--- config.mk ---
export PLATFORM = sky130hd
export DESIGN_NAME = dssr_core
export DESIGN_NICKNAME = d
export VERILOG_FILES = /design/src/include/dssr_pkg.sv /design/src/core/dssr_core.sv
export SDC_FILE = /design/constraint.sdc
export NUM_CORES = 1
export LEC_CHECK = 0
export BUFFER_PORTS_ARGS = -buffer_cell sky130_fd_sc_hd__buf_2
export CORE_ASPECT_RATIO = 0.7
export CORE_MARGIN = 10
export CORE_UTILIZATION = 55
export CTS_CLUSTER_DIAMETER = 80
export DETAILED_ROUTE_END_ITERATION = 8
export PLACE_DENSITY_LB_ADDON = 0.3
export REMOVE_ABC_BUFFERS = 1
export SKIP_CTS_REPAIR_TIMING = 1
export SYNTH_ARGS = -nofsm -noshare
export SYNTH_HDL_FRONTEND = slang
export SYNTH_SLANG_ARGS = --single-unit
--- constraint.sdc ---
create_clock -name clock -period 5.1 [get_ports clock]
set_clock_uncertainty 0.05 [all_clocks]
set_input_delay 0.765 -clock clock [delete_from_list [all_inputs] [get_ports clock]]
set_output_delay 0.765 -clock clock [all_outputs]
set_load 0.01 [all_outputs]
--- src/include/dssr_pkg.sv ---
package dssr_pkg;

  // Error codes reported in the first sense byte
  localparam logic [5:0] EC_NONE = 6'h00;
  localparam logic [5:0] EC_NO_INDEX = 6'h01;
  localparam logic [5:0] EC_NO_SEEK_DONE = 6'h02;
  localparam logic [5:0] EC_WRITE_FAULT = 6'h03;
  localparam logic [5:0] EC_NOT_READY = 6'h04;
  localparam logic [5:0] EC_NO_TRACK0 = 6'h06;
  localparam logic [5:0] EC_DATA_CRC = 6'h11;
  localparam logic [5:0] EC_NO_ID_MARK = 6'h12;
  localparam logic [5:0] EC_NO_DATA_MARK = 6'h13;
  localparam logic [5:0] EC_SECTOR_ID = 6'h14;
  localparam logic [5:0] EC_POSITIONING = 6'h15;
  localparam logic [5:0] EC_DATA_OVERRUN = 6'h16;
  localparam logic [5:0] EC_WRITE_PROT = 6'h17;
  localparam logic [5:0] EC_DELETED_DATA = 6'h1b;
  localparam logic [5:0] EC_SECTOR_LEN = 6'h1c;
  localparam logic [5:0] EC_HEAD_SELECT = 6'h1d;
  localparam logic [5:0] EC_DENSITY = 6'h1e;
  localparam logic [5:0] EC_DATA_PARITY = 6'h1f;
  localparam logic [5:0] EC_COMMAND = 6'h20;
  localparam logic [5:0] EC_LOGICAL_ADDR = 6'h21;
  localparam logic [5:0] EC_SECTOR_ADDR = 6'h22;
  localparam logic [5:0] EC_HEAD_ADDR = 6'h23;
  localparam logic [5:0] EC_CYL_ADDR = 6'h24;
  localparam logic [5:0] EC_BUFFER = 6'h25;
  localparam logic [5:0] EC_DISK_OVERRUN = 6'h27;
  localparam logic [5:0] EC_CMD_PARITY = 6'h28;
  localparam logic [5:0] EC_DRIVE_TYPE = 6'h31;
  localparam logic [5:0] EC_ILLEGAL_STATE = 6'h32;
  localparam logic [5:0] EC_TIMEOUT_1 = 6'h33;
  localparam logic [5:0] EC_TIMEOUT_3 = 6'h35;

  // Drive numbering: bit 1 of the drive select marks a floppy
  localparam int DRV_FLOPPY_BIT = 1;
  localparam int NUM_DRIVES = 4;
  localparam logic [2:0] SENSE_BYTES = 3'h4;
  localparam logic [2:0] STATUS_BYTES = 3'h2;

  // Register map, byte addresses on the Wishbone slave
  localparam logic [3:0] REG_CTRL = 4'h0;
  localparam logic [3:0] REG_ERR_LOG = 4'h4;
  localparam logic [3:0] REG_LAST_ADDR = 4'h8;
  localparam logic [3:0] REG_STATE = 4'hc;
  localparam int CTRL_PARITY_EN = 0;
  localparam int CTRL_ND_CLEAR = 8;

  // Command/status phase drops for at least this long between data and status
  localparam int CLK_PERIOD_NS = 50;
  localparam int PHASE_GAP_NS = 1000;
  localparam int PHASE_GAP_CYC = (PHASE_GAP_NS + CLK_PERIOD_NS - 1) / CLK_PERIOD_NS;

  typedef enum logic [2:0] {
    DSSR_IDLE,
    DSSR_DATA_REQ,
    DSSR_DATA_REL,
    DSSR_GAP,
    DSSR_STAT_REQ,
    DSSR_STAT_REL
  } dssr_state_t;

endpackage

--- src/core/dssr_core.sv ---
// The implementer's own choices: the Wishbone slave port and the register offsets.
`timescale 1ns/10ps

module dssr_core (
  input wire logic clock,
  input wire logic srst,
  // Wishbone slave
  input wire logic wb_cyc_i,
  input wire logic wb_stb_i,
  input wire logic wb_we_i,
  input wire logic [3:0] wb_adr_i,
  input wire logic [3:0] wb_sel_i,
  input wire logic [31:0] wb_dat_i,
  output logic [31:0] wb_dat_o,
  output logic wb_ack_o,
  // Command sequencer side
  input wire logic cmd_start,
  input wire logic [1:0] cmd_drive_select,
  input wire logic cmd_is_sense,
  input wire logic cmd_physical_addr_flag,
  input wire logic cmd_finish,
  output logic recal_req,
  // Operation results
  input wire logic op_done,
  input wire logic op_is_rw,
  input wire logic [1:0] op_drive_select,
  input wire logic [5:0] op_error_code,
  input wire logic op_late_ack,
  input wire logic op_parity_err,
  input wire logic op_deleted_mark,
  input wire logic op_retried,
  input wire logic op_corrected,
  input wire logic [10:0] op_cylinder_number,
  input wire logic [3:0] op_head_number,
  input wire logic [5:0] op_sector_number,
  input wire logic [20:0] op_logical_sector,
  // Drive condition, one bit per drive
  input wire logic [3:0] unit_ready_flag,
  input wire logic [3:0] two_sided_flag,
  input wire logic [3:0] write_protect_flag,
  input wire logic [3:0] at_cylinder_zero_flag,
  input wire logic [3:0] disk_changed,
  // Host byte port
  input wire logic host_ack,
  output logic host_req,
  output logic [7:0] host_data_o,
  output logic host_data_oe,
  output logic host_parity_o,
  output logic command_status_phase,
  output logic host_out_dir,
  output logic controller_engaged,
  output logic final_msg
);

  dssr_pkg::dssr_state_t state_q;
  logic [2:0] byte_idx_q;
  logic [4:0] gap_cnt_q;
  logic [1:0] req_drive_q;
  logic sense_q;
  logic pa_q;
  logic [5:0] err_log_q [dssr_pkg::NUM_DRIVES];
  logic [10:0] cyl_q;
  logic [3:0] head_q;
  logic [5:0] sector_q;
  logic [20:0] lsn_q;
  logic fatal_q;
  logic parity_q;
  logic retried_q;
  logic corrected_q;
  logic [3:0] nd_pending_q;
  logic nd_report_q;
  logic parity_en_q;
  logic [7:0] byte_d;
  logic [5:0] op_code;
  logic [1:0] db;
  logic ack_edge;
  logic wb_hit;
  logic status_done;

  // Codes other blocks may leave at zero are derived here, stored code has priority
  always_comb
  begin
    if (op_error_code != dssr_pkg::EC_NONE)
      op_code = op_error_code;
    else if (op_late_ack)
      op_code = dssr_pkg::EC_DATA_OVERRUN;
    else if (op_parity_err)
      op_code = dssr_pkg::EC_DATA_PARITY;
    else if (op_deleted_mark)
      op_code = dssr_pkg::EC_DELETED_DATA;
    else
      op_code = dssr_pkg::EC_NONE;
  end

  // Per-drive error log; sense never writes it, so a sense keeps what it reports
  genvar g;
  generate
    for (g = 0; g < dssr_pkg::NUM_DRIVES; g++)
    begin : g_log
      always_ff @(posedge clock)
      begin
        if (srst)
          err_log_q[g] <= dssr_pkg::EC_NONE;
        else if (op_done && op_drive_select == 2'(g))
          err_log_q[g] <= op_code;
      end
    end
  endgenerate

  // Address of the most recent read/write operation on any drive
  always_ff @(posedge clock)
  begin
    if (srst)
    begin
      cyl_q <= 11'h000;
      head_q <= 4'h0;
      sector_q <= 6'h00;
      lsn_q <= 21'h000000;
    end
    else if (op_done && op_is_rw)
    begin
      cyl_q <= op_cylinder_number;
      head_q <= op_head_number;
      sector_q <= op_sector_number;
      lsn_q <= op_logical_sector;
    end
  end

  // Outcome flags of the last operation
  always_ff @(posedge clock)
  begin
    if (srst)
    begin
      fatal_q <= 1'b0;
      retried_q <= 1'b0;
      corrected_q <= 1'b0;
    end
    else if (op_done)
    begin
      fatal_q <= (op_code != dssr_pkg::EC_NONE);
      retried_q <= op_retried;
      corrected_q <= op_corrected;
    end
  end

  // Parity flag is sticky until a status has carried it; a new error wins the clear
  always_ff @(posedge clock)
  begin
    if (srst)
      parity_q <= 1'b0;
    else if (op_done && op_parity_err)
      parity_q <= 1'b1;
    else if (status_done)
      parity_q <= 1'b0;
  end

  // New diskette: pending per floppy until the next command to it or a clear written to the control register
  generate
    for (g = 0; g < dssr_pkg::NUM_DRIVES; g++)
    begin : g_nd
      always_ff @(posedge clock)
      begin
        if (srst)
          nd_pending_q[g] <= 1'b0;
        else if (disk_changed[g] && g >= (1 << dssr_pkg::DRV_FLOPPY_BIT))
          nd_pending_q[g] <= 1'b1;
        else if (cmd_start && cmd_drive_select == 2'(g))
          nd_pending_q[g] <= 1'b0;
        else if (wb_hit && wb_we_i && wb_adr_i == dssr_pkg::REG_CTRL && wb_sel_i[1]
                 && wb_dat_i[dssr_pkg::CTRL_ND_CLEAR + g])
          nd_pending_q[g] <= 1'b0;
      end
    end
  endgenerate

  // Command capture, new-diskette report and automatic recalibration
  always_ff @(posedge clock)
  begin
    if (srst)
    begin
      req_drive_q <= 2'h0;
      sense_q <= 1'b0;
      pa_q <= 1'b0;
      nd_report_q <= 1'b0;
      recal_req <= 1'b0;
    end
    else
    begin
      recal_req <= 1'b0;
      if (cmd_start)
      begin
        req_drive_q <= cmd_drive_select;
        sense_q <= cmd_is_sense;
        pa_q <= cmd_physical_addr_flag;
        nd_report_q <= nd_pending_q[cmd_drive_select];
        recal_req <= nd_pending_q[cmd_drive_select];
      end
    end
  end

  // Byte to present for the current state and index
  always_comb
  begin
    db = req_drive_q;
    byte_d = 8'h00;
    if (state_q == dssr_pkg::DSSR_DATA_REQ || state_q == dssr_pkg::DSSR_DATA_REL)
    begin
      case (byte_idx_q)
        3'h0: byte_d = {2'b00, err_log_q[db]};
        3'h1: byte_d = pa_q ? {1'b0, db, cyl_q[10], head_q}
                            : {1'b0, db, lsn_q[20:16]};
        3'h2: byte_d = pa_q ? {cyl_q[9:8], sector_q} : lsn_q[15:8];
        default: byte_d = pa_q ? cyl_q[7:0] : lsn_q[7:0];
      endcase
    end
    else if (byte_idx_q == 3'h0)
      byte_d = {1'b0, db, 3'b000, fatal_q, parity_q};
    else
      byte_d = {1'b0, at_cylinder_zero_flag[db], write_protect_flag[db],
                two_sided_flag[db], unit_ready_flag[db], retried_q, corrected_q,
                nd_report_q};
  end

  localparam logic [2:0] STATUS_LAST = dssr_pkg::STATUS_BYTES - 3'h1;
  localparam logic [2:0] SENSE_LAST = dssr_pkg::SENSE_BYTES - 3'h1;
  localparam logic [4:0] GAP_LAST = 5'(dssr_pkg::PHASE_GAP_CYC - 1);

  assign ack_edge = host_ack;
  assign status_done = (state_q == dssr_pkg::DSSR_STAT_REQ) && ack_edge
                       && (byte_idx_q == STATUS_LAST);

  // Transfer sequencer: request, wait for acknowledge, then for its release except after the last status byte
  always_ff @(posedge clock)
  begin
    if (srst)
    begin
      state_q <= dssr_pkg::DSSR_IDLE;
      byte_idx_q <= 3'h0;
      gap_cnt_q <= 5'h00;
    end
    else
    begin
      case (state_q)
        dssr_pkg::DSSR_IDLE:
        begin
          byte_idx_q <= 3'h0;
          gap_cnt_q <= 5'h00;
          if (cmd_finish)
            state_q <= sense_q ? dssr_pkg::DSSR_DATA_REQ : dssr_pkg::DSSR_GAP;
        end
        dssr_pkg::DSSR_DATA_REQ:
          if (ack_edge)
            state_q <= dssr_pkg::DSSR_DATA_REL;
        dssr_pkg::DSSR_DATA_REL:
          if (!host_ack)
          begin
            if (byte_idx_q == SENSE_LAST)
            begin
              byte_idx_q <= 3'h0;
              state_q <= dssr_pkg::DSSR_GAP;
            end
            else
            begin
              byte_idx_q <= byte_idx_q + 3'h1;
              state_q <= dssr_pkg::DSSR_DATA_REQ;
            end
          end
        dssr_pkg::DSSR_GAP:
          // Phase stays low long enough for the host to see the switch to status
          if (gap_cnt_q == GAP_LAST)
            state_q <= dssr_pkg::DSSR_STAT_REQ;
          else
            gap_cnt_q <= gap_cnt_q + 5'h01;
        dssr_pkg::DSSR_STAT_REQ:
          if (ack_edge)
          begin
            if (byte_idx_q == STATUS_LAST)
              state_q <= dssr_pkg::DSSR_IDLE;
            else
              state_q <= dssr_pkg::DSSR_STAT_REL;
          end
        dssr_pkg::DSSR_STAT_REL:
          if (!host_ack)
          begin
            byte_idx_q <= byte_idx_q + 3'h1;
            state_q <= dssr_pkg::DSSR_STAT_REQ;
          end
        default:
          state_q <= dssr_pkg::DSSR_IDLE;
      endcase
    end
  end

  // Data byte is registered and takes its new value on the same edge as the request rises
  always_ff @(posedge clock)
  begin
    if (srst)
    begin
      host_data_o <= 8'h00;
      host_parity_o <= 1'b0;
    end
    else
    begin
      host_data_o <= byte_d;
      host_parity_o <= parity_en_q & ~(^byte_d);
    end
  end

  logic req_arm_q;
  // Request waits one cycle after entering a request state so it rises on the edge that loads the new registered byte
  always_ff @(posedge clock)
  begin
    if (srst)
      req_arm_q <= 1'b0;
    else
      req_arm_q <= (state_q == dssr_pkg::DSSR_DATA_REQ || state_q == dssr_pkg::DSSR_STAT_REQ)
                   && !ack_edge;
  end

  assign host_req = req_arm_q && (state_q == dssr_pkg::DSSR_DATA_REQ
                                  || state_q == dssr_pkg::DSSR_STAT_REQ);
  assign host_data_oe = (state_q != dssr_pkg::DSSR_IDLE) && (state_q != dssr_pkg::DSSR_GAP);
  assign host_out_dir = (state_q != dssr_pkg::DSSR_IDLE);
  assign controller_engaged = (state_q != dssr_pkg::DSSR_IDLE);
  assign command_status_phase = (state_q == dssr_pkg::DSSR_STAT_REQ)
                                || (state_q == dssr_pkg::DSSR_STAT_REL);
  assign final_msg = command_status_phase && (byte_idx_q == STATUS_LAST);

  // Wishbone slave: one wait state, unmapped offsets read zero and ignore writes
  assign wb_hit = wb_cyc_i && wb_stb_i && !wb_ack_o;

  always_ff @(posedge clock)
  begin
    if (srst)
      wb_ack_o <= 1'b0;
    else
      wb_ack_o <= wb_hit;
  end

  always_ff @(posedge clock)
  begin
    if (srst)
      parity_en_q <= 1'b0;
    else if (wb_hit && wb_we_i && wb_adr_i == dssr_pkg::REG_CTRL && wb_sel_i[0])
      parity_en_q <= wb_dat_i[dssr_pkg::CTRL_PARITY_EN];
  end

  always_ff @(posedge clock)
  begin
    if (srst)
      wb_dat_o <= 32'h00000000;
    else if (wb_hit && !wb_we_i)
    begin
      case (wb_adr_i)
        dssr_pkg::REG_CTRL:
          wb_dat_o <= {20'h00000, nd_pending_q, 7'h00, parity_en_q};
        dssr_pkg::REG_ERR_LOG:
          wb_dat_o <= {2'b00, err_log_q[3], 2'b00, err_log_q[2],
                       2'b00, err_log_q[1], 2'b00, err_log_q[0]};
        dssr_pkg::REG_LAST_ADDR:
          wb_dat_o <= {11'h000, cyl_q, head_q, sector_q};
        dssr_pkg::REG_STATE:
          wb_dat_o <= {16'h0000, 1'b0, state_q, 1'b0, byte_idx_q,
                       2'b00, req_drive_q, corrected_q, retried_q, parity_q, fatal_q};
        default:
          wb_dat_o <= 32'h00000000;
      endcase
    end
  end

endmodule

# After elaboration in Yosys (flattened, before gate mapping)
# Memory sizes are Yosys's and may differ from the RTL's. A register that Yosys moved wholly into a read port is not among the register bits.
# Cells that the tools add are included.
# W data, S select, Z words.
[classes]
add_sub_neg = 2
n_mul = 0
div = 0
magnitude_cmp = 2
eq_ne = 25
shift = 0
muxes = 65
bitwise_logic = 7
reduce_logical = 46
[op_table]
columns = ["operator", "n"]
rows = [
  ["$pmux W30 S4", 1],
  ["$mux W3", 10],
  ["$mux W6", 5],
  ["$mux W1", 27],
  ["$mux W5", 5],
  ["$mux W8", 3],
  ["$pmux W8 S3", 1],
  ["$logic_and A1 B1 Y1", 23],
  ["$pmux W3 S6", 1],
  ["$ne A2 B2 Y1 const B", 7],
  ["$eq A3 B2 Y1 const B", 4],
  ["$reduce_bool A3 Y1", 4],
  ["$reduce_bool A6 Y1", 2],
  ["$bmux W1 S2", 5],
  ["$pmux W5 S2", 1],
  ["$pmux W3 S3", 1],
  ["$eq A2 B2 Y1 const B", 4],
  ["$eq A4 B4 Y1 const B", 2],
  ["$mux W2", 4],
  ["$reduce_xor A8 Y1", 1],
  ["$mux W7", 1],
  ["$eq A3 B1 Y1 const B", 2],
  ["$eq A3 B3 Y1 const B", 2],
  ["$logic_not A3 Y1", 2],
  ["19 further kinds", 29],
]
[word_totals]
regBits = 109
latch_bits = 0
ramBits = 24
mem_bits_ro = 0
in_bits = 129
output_inout_bits = 49
word_cells = 172
n_memories = 1
[memory_table]
columns = ["name", "words", "word_bits", "rd", "rd_clocked_by_memory_dff", "write_ports", "line", "source"]
rows = [
  ["err_log_q", 4, 6, 5, 1, 4, "dssr_core.sv:61", "logic [5:0] err_log_q [dssr_pkg::NUM_DRIVES];"],
]

# Logic depth before layout (Yosys ltp)
# Gate-level depths: netlist (run 1).
[depth]
depth_word = 9
mapped_depth = 11

# Least setup slack after synthesis (run 1)
# OpenSTA, ideal clock, no wires.
[synth_timing]
path_type = "register to register"
startpoint = "register byte_idx_q[0]"
endpoint = "register host_parity_o"
setup_ns = 0.130
arrival_time_ns = 2.344
required_ns = 4.920
path_slack_ns = 2.576
stages_incl_launch_ff = 11
path_buffers = 0
path_cell_list = "dfxtp_1 inv_1 ha_1 or3_1 a21oi_1 o311ai_2 mux2i_1 xnor3_1 xnor2_1 xor2_1 nor3b_2"
[synth_between]
elab_chain_cells = 6
[synth_lines]
columns = ["item", "line", "source"]
rows = [
  ["start: declaration", "dssr_core.sv:56", "logic [2:0] byte_idx_q;"],
  ["start signal: assignment", "dssr_core.sv:264", "byte_idx_q <= byte_idx_q + 3'h1;"],
  ["start signal: assignment", "dssr_core.sv:285", "byte_idx_q <= byte_idx_q + 3'h1;"],
  ["$eq A3 B2 Y1 (tied with other cells)", "dssr_core.sv:208", "case (byte_idx_q)"],
  ["$pmux W8 S3 / $mux W7 (equally long branches)", "dssr_core.sv:208, dssr_core.sv:216", ""],
  ["$mux W8 *", "dssr_core.sv:206", "if (state_q == dssr_pkg::DSSR_DATA_REQ || state_q == dssr_pkg::DSSR_DATA_REL)"],
  ["$reduce_xor A8 Y1 *", "dssr_core.sv:305", "host_parity_o <= parity_en_q & ~(^byte_d);"],
  ["$not A1 Y1 *", "dssr_core.sv:305", ""],
  ["$and A1 B1 Y1 *", "dssr_core.sv:305", ""],
  ["end signal: assignment", "dssr_core.sv:305", ""],
  ["end: declaration", "dssr_core.sv:48", "output logic host_parity_o,"],
]
# Mark *: on every way between the ends. The rest lies on a longest branch, timed or not.
# A chain may end at the register's enable or synchronous reset.

# Worst setup path in the final report (run 1)
[layout_timing]
startpoint = "register state_q[0]"
endpoint = "register host_parity_o"
[layout_between]
elab_chain_cells = 6
[layout_lines]
columns = ["item", "line", "source"]
rows = [
  ["start: declaration", "dssr_core.sv:55", "dssr_pkg::dssr_state_t state_q;"],
  ["start signal: assignment", "dssr_core.sv:237", "state_q <= dssr_pkg::DSSR_IDLE;"],
  ["start signal: assignment", "dssr_core.sv:249", "state_q <= sense_q ? dssr_pkg::DSSR_DATA_REQ : dssr_pkg::DSSR_GAP;"],
  ["start signal: assignment", "dssr_core.sv:253", "state_q <= dssr_pkg::DSSR_DATA_REL;"],
  ["$eq A3 B1 Y1 / $eq A3 B2 Y1 (equally long branches)", "dssr_core.sv:206", ""],
  ["$logic_or A1 B1 Y1 *", "dssr_core.sv:206", ""],
  ["$mux W8 *", "dssr_core.sv:206", ""],
  ["$reduce_xor A8 Y1 *", "dssr_core.sv:305", ""],
  ["$not A1 Y1 *", "dssr_core.sv:305", ""],
  ["$and A1 B1 Y1 *", "dssr_core.sv:305", ""],
]
# Marks and branches as above.

==> results of run 1 <==
[cells in the mapped netlist, drive strengths merged (3+ instances only)]
cell type	number
a211o	3
a211oi	3
a21o	3
a21oi	87
a22oi	36
and2	3
and3	3
buf	17
clkbuf	36
dfxtp	107
edfxtp	24
ha	7
inv	12
mux2	5
mux2i	29
mux4	8
nand2	119
nand2b	9
nand3	10
nand4	3
nor2	115
nor2b	8
nor3	10
nor4	3
o21ai	15
o22ai	5
or2	3
or3	3
xnor2	9
xor2	3
[worst reg2reg max path: stages (launching register included)]
cell and delay (ns):
dfxtp_1 0.83, xnor2_1 0.35, nor2_1 0.56, o21ai_0 0.28, mux2i_1 0.23, xnor3_1 0.42
xnor2_1 0.19, xor2_1 0.27, nor3b_2 0.07
[area by class of cell]
| class | count | area (µm²) | area share |
|---|---|---|---|
| clock buffers | 19 | 433 | 0.0571 |
| clock inverters | 13 | 206 | 0.0272 |
| inverters | 12 | 45.0 | 0.00594 |
| multi-input cells | 535 | 3110 | 0.410 |
| flip-flops and latches | 131 | 2860 | 0.378 |
| well taps | 153 | 191 | 0.0252 |
| repair buffers | 144 | 733 | 0.0967 |
[where the power goes]
group / internal [mW] / leakage, nW / switching (mW) / total (mW)
clock: 0.866 / 0.299 / 0.454 / 1.32
combinational: 0.372 / 1.65 / 0.506 / 0.878
sequential: 1.13 / 1.11 / 0.106 / 1.23
total: 2.37 / 3.05 / 1.07 / 3.43
[state kept, by name (all words and copies together) (netlist names), 2 cells and up, named ones only]
register	count
byte_idx_q	3
cyl_q	11
db	2
err_log_q	24
gap_cnt_q	5
head_q	4
host_data_o	8
lsn_q	21
nd_pending_q	2
sector_q	6
state_q	3
wb_dat_o	28
[worst max-delay path by stage]
stage | startpoint | to | slack, ns | cells past startpoint
2_1_floorplan | pa_q$_SDFFE_PP0P_ | host_parity_o$_SDFF_PP0_ | 2.10 | 8
3_3_place_gp | state_q[0]$_SDFFE_PP0P_ | host_parity_o$_SDFF_PP0_ | 1.88 | 8
3_5_place_dp | state_q[0]$_SDFFE_PP0P_ | host_parity_o$_SDFF_PP0_ | 1.86 | 8
4_1_cts | state_q[0]$_SDFFE_PP0P_ | host_parity_o$_SDFF_PP0_ | 1.80 | 8
5_1_grt | state_q[0]$_SDFFE_PP0P_ | host_parity_o$_SDFF_PP0_ | 1.54 | 8
6_report | state_q[0]$_SDFFE_PP0P_ | host_parity_o$_SDFF_PP0_ | 1.70 | 8
[stage by stage]
stage | util | instance area, µm² | setup slack [ns] | hold slack (ns) | std cells
detailed placement | 0.628 | 6940 | 1.86 | 0.401 | 975
global route | 0.686 | 7580 | 1.54 | 0.429 | 1007
CTS | 0.686 | 7580 | 1.80 | 0.411 | 1007
floorplan | - | 6020 | 2.10 | 0.378 | 678
global placement | 0.628 | 6940 | 1.88 | 0.392 | 975
finish | 0.686 | 7580 | 1.70 | 0.409 | 1007
[cell families (layout without fill, tap and decap cells)]
kind of cell | after synthesis | count (layout) | share of synthesized area
buf+inv | 65 | 188 | 0.0457
mux | 42 | 42 | 0.0867
other cells | 1 | 4 | 0.000600
flops | 131 | 131 | 0.458
simple gates | 295 | 295 | 0.200
xor+xnor | 13 | 13 | 0.0204
compound gates | 174 | 174 | 0.174
fa+ha+maj | 7 | 7 | 0.0140
[per-layer routing]
metal  GRT usage  up-vias
met5           0        -
met4       0.104        0
met3      0.0637       36
met2       0.375      314
met1       0.298     2778
li1            -     2764
==> flow_summary.yaml, run 1 <==
status:
  outcome: "complete, no violations"
worst_setup_path:
  critPathKind: "reg2reg"
  cp-end-kind: "flip-flop"
  path_max_fanout: 21
  crit_buf_inv: 0
  cpMaxStageDelayCell: "dfxtp_1"
  crit_chain: "xnor2_1 > nor2_1 > o21ai_0 > mux2i_1 > xnor3_1 > xnor2_1 > xor2_1 > nor3b_2"
  critPathRequiredTime_ns: 5.33
  critPathMostFrequentCell: "xnor2_1"
  slowest_delay_ns: 0.83
  ff2ff_setup_slack_ns: 1.70
  crit_arrival_ns: 3.63
  ff2ff_path_depth: 8
  timing.rr.start: "state_q[0]$_SDFFE_PP0P_"
  startpoint_type: "flip-flop"
  crit_family: "XOR/XNOR gates"
  regToRegEndpoint: "host_parity_o$_SDFF_PP0_"
detailed_routing:
  finalWirelength_um: 19400
  routedWlPerCell_um: 19.3
  wl_met1_um: 8220
  drtAntennaViolNets: 0
  vias: 5892
  first_pass_iters: 8
  dr_wl_met3_um: 1840
  drt_first_iter_violations: 527
  vias_per_cell: 5.85
  met2WireLength_um: 8960
  route.detailed.drc: 0
  top_layer_used: "met4"
timing:
  timing.final.max_slew_violations: 0
  hold_violations: 0
  max_freq_mhz: 294
  fin_crit_sh: 0.666
  worstMarginPinSlew_ns: 1.18
  period_needed_ns: 3.40
  fin_tns_setup_ns: 0
  slew_headroom: 0.211
  finalSetupViolCount: 0
  rsz0062_at_grt: "no"
logic_synthesis:
  synth_top_area_frac: 0.343
  synthDistinctLibCells: 62
  yosysWarningCount: 0
  synth_area_leaders: "dfxtp_1, edfxtp_1, nand2_1"
  yosysSeqAreaShare: 0.458
  synth_edf_count: 24
  synth_area_per_cell_um2: 8.58
  ys_ff_latch: 131
  yosysTopAreaCell: "dfxtp_1"
  synth_area_um2: 6250
  ys_async_sr_fraction: 0
  ys.flop_type: "dfxtp_1"
  synth_cells: 728
cells_and_area:
  layout_common_cells: "buf_2, nand2_1, nor2_1"
  nets: 977
  layout_commonest_cell: "buf_2"
  synthToLayoutAreaGrowth_pct: 21.4
  nFillCells: 899
  antenna_cells: 0
  layout-drive-gt1-share: 0.221
placement:
  gp_congestion: 0.894
  place_hpwl_um: 14400
  portBuffers: 140
global_routing:
  grt_pass1_vias: 5857
  grt_max_degree: 56
  grt_pass1_wl_um: 30100
  antenna_found_initial: 0
  grt_overflow_total: 0
  track_usage: 0.236
floorplan:
  die_w_um: 147
  initial_utilization: 0.565
  dieArea_um2: 16100
  coreArea_um2: 11100
  die_h_um: 109
  row_count: 32
  io_pins: 178
pwr:
  p_leak_nw: 3.05
  power_mw: 3.43
  peakVddDrop_mv: 0.382
  powerDensity_nw_per_um2: 452
job:
  max_cap_viol_count: 0
clocking:
  clock_sinks: 131
  clkSlewWorstSetupHoldPaths_ns: 0.06
  cts_root_buffer: "clkbuf_16"
  insertion_delay_ns: 0.42
  cts_buffers: 17
  cts_tree: "done"
  cts.htree.levels: 4
  cts_buffer_depth: 2
min_path:
  worstHoldPathType: "reg2reg"
  hp-start: "lsn_q[17]$_SDFFE_PP0P_"
  min_to: "lsn_q[17]$_SDFFE_PP0P_"
  hold_depth: 2
(Power assumes the default switching activity.)
==> run 2, diff against run 1 <==
CORE_UTILIZATION = 47   (was 55)
clock period = 3.1 ns   (was 5.1 ns; I/O delays follow)
==> run 2 against run 1 <==
  * Power up 62%
  * Clock power up 53%
  * Register-to-register slack worse by 1.4 ns
  * Critical path depth up 2
  * Non-clock buffer count up 14
  * Cell area up 1.5%
  * Wire length down 1.4%
  * Via count down 2.3%
  * Critical path type unchanged
  * Largest cell class unchanged
  * Highest routed layer unchanged
  * Utilization down 9.9 points
  * Clock-buffer cell count down 1
  * Setup slack worse by 1.4 ns
==> flow_summary.yaml, run 2 (synthesis gave the netlist of run 1 again) <==
cells_and_area:
  nFillCells: 1171
  largest_reg_flops: 28
  synthToLayoutAreaGrowth_pct: 23.1
  layout_commonest_cell: "buf_2"
  nets: 991
  regMostFlops: "wb_dat_o"
  antenna_cells: 0
  layout-drive-gt1-share: 0.238
  layout_common_cells: "buf_2, nand2_1, nor2_1"
  reg_top3: "wb_dat_o x28, err_log_q x24, lsn_q x21"
worst_setup_path:
  crit_buf_inv: 1
  crit_family: "XOR/XNOR gates"
  crit_chain: "inv_1 > ha_1 > or3_1 > a21oi_1 > o311ai_2 > mux2i_1 > xnor3_1 > xnor2_1 > xor2_1 > nor3b_2"
  slowest_delay_ns: 0.42
  critPathKind: "reg2reg"
  crit_arrival_ns: 3.00
  cpMaxStageDelayCell: "xnor3_1"
  cp-end-kind: "flip-flop"
  path_max_fanout: 7
  critPathRequiredTime_ns: 3.34
  ff2ff_setup_slack_ns: 0.34
  startpoint_type: "flip-flop"
floorplan:
  coreArea_um2: 13100
  dieArea_um2: 18400
  io_pins: 178
  die_w_um: 158
  row_count: 35
  die_h_um: 116
  initial_utilization: 0.477
timing:
  fin_crit_sh: 0.891
  hold_violations: 0
  finalSetupViolCount: 0
  worstMarginPinSlew_ns: 0.644
  period_needed_ns: 2.76
  max_freq_mhz: 362
  timing.final.max_slew_violations: 0
  rsz0062_at_grt: "no"
  timing.hold.ws_ns: 0.206
  slew_headroom: 0.571
  fin_tns_setup_ns: 0
pwr:
  clkPwrFrac: 0.363
  powerDensity_nw_per_um2: 724
  p_seq_frac: 0.351
  internal-power_mw: 3.79
  peakVddDrop_mv: 0.474
  switchingPower_mw: 1.78
  p_comb_frac: 0.287
  p_leak_nw: 3.12
  swShare: 0.320
global_routing:
  grt_pass1_vias: 5549
  antenna_found_initial: 0
  grt_overflow_total: 0
  grt_max_degree: 77
  grt_pass1_wl_um: 29300
  track_usage: 0.205
clocking:
  insertion_delay_ns: 0.42
  clock_sinks: 131
  cts.htree.levels: 4
  cts_buffers: 17
  cts_root_buffer: "clkbuf_16"
  cts_tree: "done"
  clkSlewWorstSetupHoldPaths_ns: 0.06
  cts_buffer_depth: 2
detailed_routing:
  first_pass_iters: 7
  finalWirelength_um: 19200
  vias_per_cell: 5.57
  drtAntennaViolNets: 0
  routedWlPerCell_um: 18.5
  vias: 5758
  drt_first_iter_violations: 461
  route.detailed.drc: 0
status:
  outcome: "complete, no violations"
placement:
  place_hpwl_um: 14300
  gp_congestion: 0.945
  portBuffers: 140
min_path:
  worstHoldPathType: "in2reg"
job:
  max_cap_viol_count: 0
-- run 2: cell types whose count changed in the layout (fill, tap and decap cells not counted), sizes merged --
cell	previous run	this run
clkinvlp	3	4
buf	144	158
inv	13	14
bufinv	5	2
clkbuf	19	18
clkinv	4	6
-- run 2: cell type report --
class / instances / area, µm² / area share
Tap cell: 166 / 208 / 0.0270
Sequential cell: 131 / 2860 / 0.372
Multi-Input combinational cell: 535 / 3110 / 0.404
Inverter: 12 / 45.0 / 0.00586
Clock inverter: 14 / 153 / 0.0198
Clock buffer: 18 / 450 / 0.0586
Timing Repair Buffer: 158 / 863 / 0.112
-- run 2: worst paths after layout --
path	from	to	depth (start not counted)
setup / recovery	byte_idx_q[0]$_SDFFE_PP0P_	host_parity_o$_SDFF_PP0_	10
hold / removal	disk_changed[3]	nd_pending_q[3]$_SDFFE_PP0P_	3
setup reg to reg	byte_idx_q[0]$_SDFFE_PP0P_	host_parity_o$_SDFF_PP0_	10
hold reg to reg	lsn_q[16]$_SDFFE_PP0P_	lsn_q[16]$_SDFFE_PP0P_	2
-- run 2: worst min-delay path: stages --
cell     delay [ns]
buf_2          0.08
a31oi_1        0.03
nor2_1         0.06
-- run 2: power by group through the flow --
| stage | combinational, mW | clock, mW | sequential (mW) |
|---|---|---|---|
| 2_1_floorplan | 0.980 | 0 | 2.02 |
| 3_3_place_gp | 1.56 | 0 | 1.98 |
| 3_5_place_dp | 1.56 | 0 | 1.98 |
| 4_1_cts | 1.57 | 2.03 | 1.95 |
| 5_1_grt | 1.74 | 2.12 | 1.96 |
| 6_report | 1.60 | 2.02 | 1.95 |
-- run 2: routing by layer --
| layer | GRT usage | vias to the layer above | wire [µm] |
|---|---|---|---|
| met2 | 0.295 | 310 | 8090 |
| met1 | 0.281 | 2621 | 8480 |
| met5 | 0 | - | 0 |
| li1 | - | 2797 | - |
| met3 | 0.0666 | 30 | 2200 |
| met4 | 0.0702 | 0 | 395 |
-- run 2: stage by stage --
stage | instances | utilization | total power [mW] | worst slack, ns | instance area [µm²]
6_report | 1034 | 0.587 | 5.57 | 0.339 | 7690
5_1_grt | 1034 | 0.587 | 5.82 | 0.209 | 7690
3_3_place_gp | 1002 | 0.541 | 3.54 | 0.409 | 7090
4_1_cts | 1034 | 0.587 | 5.55 | 0.345 | 7690
3_5_place_dp | 1002 | 0.541 | 3.55 | 0.368 | 7090
2_1_floorplan | 678 | - | 3.00 | 0.104 | 6020
==> run 3, diff against run 2 <==
clock period = 2.25 ns   (was 3.1 ns; I/O delays follow)
==> run 3 against run 2 <==
  * The flow now finishes with violations (setup timing)
  * Cell area increased by 8.1%
  * Die area unchanged
  * Wire length increased by 4.0%
  * Register-to-register slack got worse by 0.68 ns
==> flow_summary.yaml, run 3 (synthesis gave the netlist of run 1 again) <==
pwr:
  powerDensity_nw_per_um2: 1020
  p_leak_nw: 3.47
  peakVddDrop_mv: 0.892
  power_mw: 8.47
global_routing:
  grt_max_degree: 88
  grt_overflow_total: 0
  grt_pass1_wl_um: 30500
  track_usage: 0.211
  antenna_found_initial: 0
  grt_pass1_vias: 5807
placement:
  portBuffers: 140
  place_hpwl_um: 14900
  gp_congestion: 0.937
  pre_cts_ws_ns: -0.351
clocking:
  cts_tree: "done"
  cts_buffer_depth: 2
  clkSlewWorstSetupHoldPaths_ns: 0.06
  cts_root_buffer: "clkbuf_16"
  cts.htree.levels: 4
  insertion_delay_ns: 0.42
  cts_buffers: 17
  clock_sinks: 131
cells_and_area:
  layout_commonest_cell: "buf_2"
  nets: 1057
  antenna_cells: 0
  reg_top3: "wb_dat_o x28, err_log_q x24, lsn_q x21"
  nFillCells: 1074
  layout-drive-gt1-share: 0.310
  synthToLayoutAreaGrowth_pct: 33.1
  largest_reg_flops: 28
  fin_util: 0.635
  layout_common_cells: "buf_2, nand2_1, nor2_1"
  regMostFlops: "wb_dat_o"
timing:
  fin_crit_sh: 1.15
  fin_tns_setup_ns: -0.341
  worstMarginPinSlew_ns: 0.694
  period_needed_ns: 2.59
  timing.final.max_slew_violations: 0
  rsz0062_at_grt: "yes"
  max_freq_mhz: 386
  slew_headroom: 0.537
  fin_ws_ns: -0.341
  hold_violations: 0
  finalSetupViolCount: 1
worst_setup_path:
  path_max_fanout: 2
  crit_arrival_ns: 2.83
  startpoint: "err_log_q[3][2]$_SDFFCE_PN0P_"
  critPathKind: "reg2reg"
  timing.rr.start: "err_log_q[3][2]$_SDFFCE_PN0P_"
  slowest_delay_ns: 0.55
  cp-end-kind: "flip-flop"
  cpMaxStageDelayCell: "mux4_2"
  startpoint_type: "flip-flop"
  critPathRequiredTime_ns: 2.49
  crit_chain: "mux4_2 > a2111oi_4 > a2bb2oi_2 > xnor3_1 > xnor2_1 > xor2_1 > nor3b_2"
status:
  outcome: "complete, but fails checks"
  violations: "setup timing"
floorplan:
  dieArea_um2: 18400
  die_h_um: 116
  initial_utilization: 0.477
  die_w_um: 158
  coreArea_um2: 13100
  io_pins: 178
  row_count: 35
detailed_routing:
  vias_per_cell: 5.54
  finalWirelength_um: 19900
  routedWlPerCell_um: 18.1
  route.detailed.drc: 0
  first_pass_iters: 5
  drtAntennaViolNets: 0
  vias: 6093
  drt_first_iter_violations: 600
job:
  max_cap_viol_count: 0
min_path:
  hp-start: "disk_changed[2]"
  worstHoldPathType: "in2reg"
[run 3: changes by cell type in the layout (fill, tap and decap cells not counted), moves of 3 or more]
cell       before  now
buf_4          17   83
dfxtp_1       107  103
dfxtp_2         0    4
bufinv_16       2    5
o21ai_0        14   11
o21ai_1         1    4
[run 3: path summary, 6_finish.rpt]
kind / to / slack, ns / depth (start not counted)
min: nd_pending_q[2]$_SDFFE_PP0P_ / 0.08 / 3
min reg2reg: lsn_q[16]$_SDFFE_PP0P_ / 0.40 / 2
max reg2reg: host_parity_o$_SDFF_PP0_ / -0.34 / 7
max: host_parity_o$_SDFF_PP0_ / -0.34 / 7
[run 3: critical path: cells and delay by family, from the launching register on]
family,cells,cell delay (ns)
mux,1,0.55
flops,1,0.42
compound gates,2,0.62
xor+xnor,3,0.74
simple gates,1,0.06
[run 3: metal layers]
| layer | share of wire | global-route usage | wire length, µm | up-vias |
|---|---|---|---|---|
| li1 | - | - | - | 2922 |
| met1 | 0.45 | 0.295 | 9040 | 2845 |
| met2 | 0.43 | 0.316 | 8630 | 302 |
| met3 | 0.10 | 0.0545 | 2030 | 24 |
| met4 | 0.012 | 0.0596 | 240 | 0 |
| met5 | 0 | 0 | 0 | - |
[run 3: through the flow]
step / std cells / hold slack (ns) / area, µm²
5_1_grt: 1100 / 0.107 / 8310
3_5_place_dp: 1067 / 0.398 / 7560
2_1_floorplan: 678 / 0.357 / 6020
6_report: 1100 / 0.0770 / 8310
3_3_place_gp: 1067 / 0.392 / 7560
4_1_cts: 1099 / 0.0675 / 8200
[run 3: cell type report]
class / count / area (µm²) / area share
multi-input cells: 535 / 3200 / 0.384
flip-flops and latches: 131 / 2870 / 0.345
repair buffers: 224 / 1360 / 0.163
clock buffers: 18 / 429 / 0.0516
clock inverters: 14 / 210 / 0.0253
well taps: 166 / 208 / 0.0250
inverters: 12 / 45.0 / 0.00542
[run 3: power by group]
| part | internal (mW) | switching (mW) |
|---|---|---|
| combinational | 1.38 | 1.41 |
| sequential | 2.56 | 0.117 |
| clock | 1.96 | 1.05 |
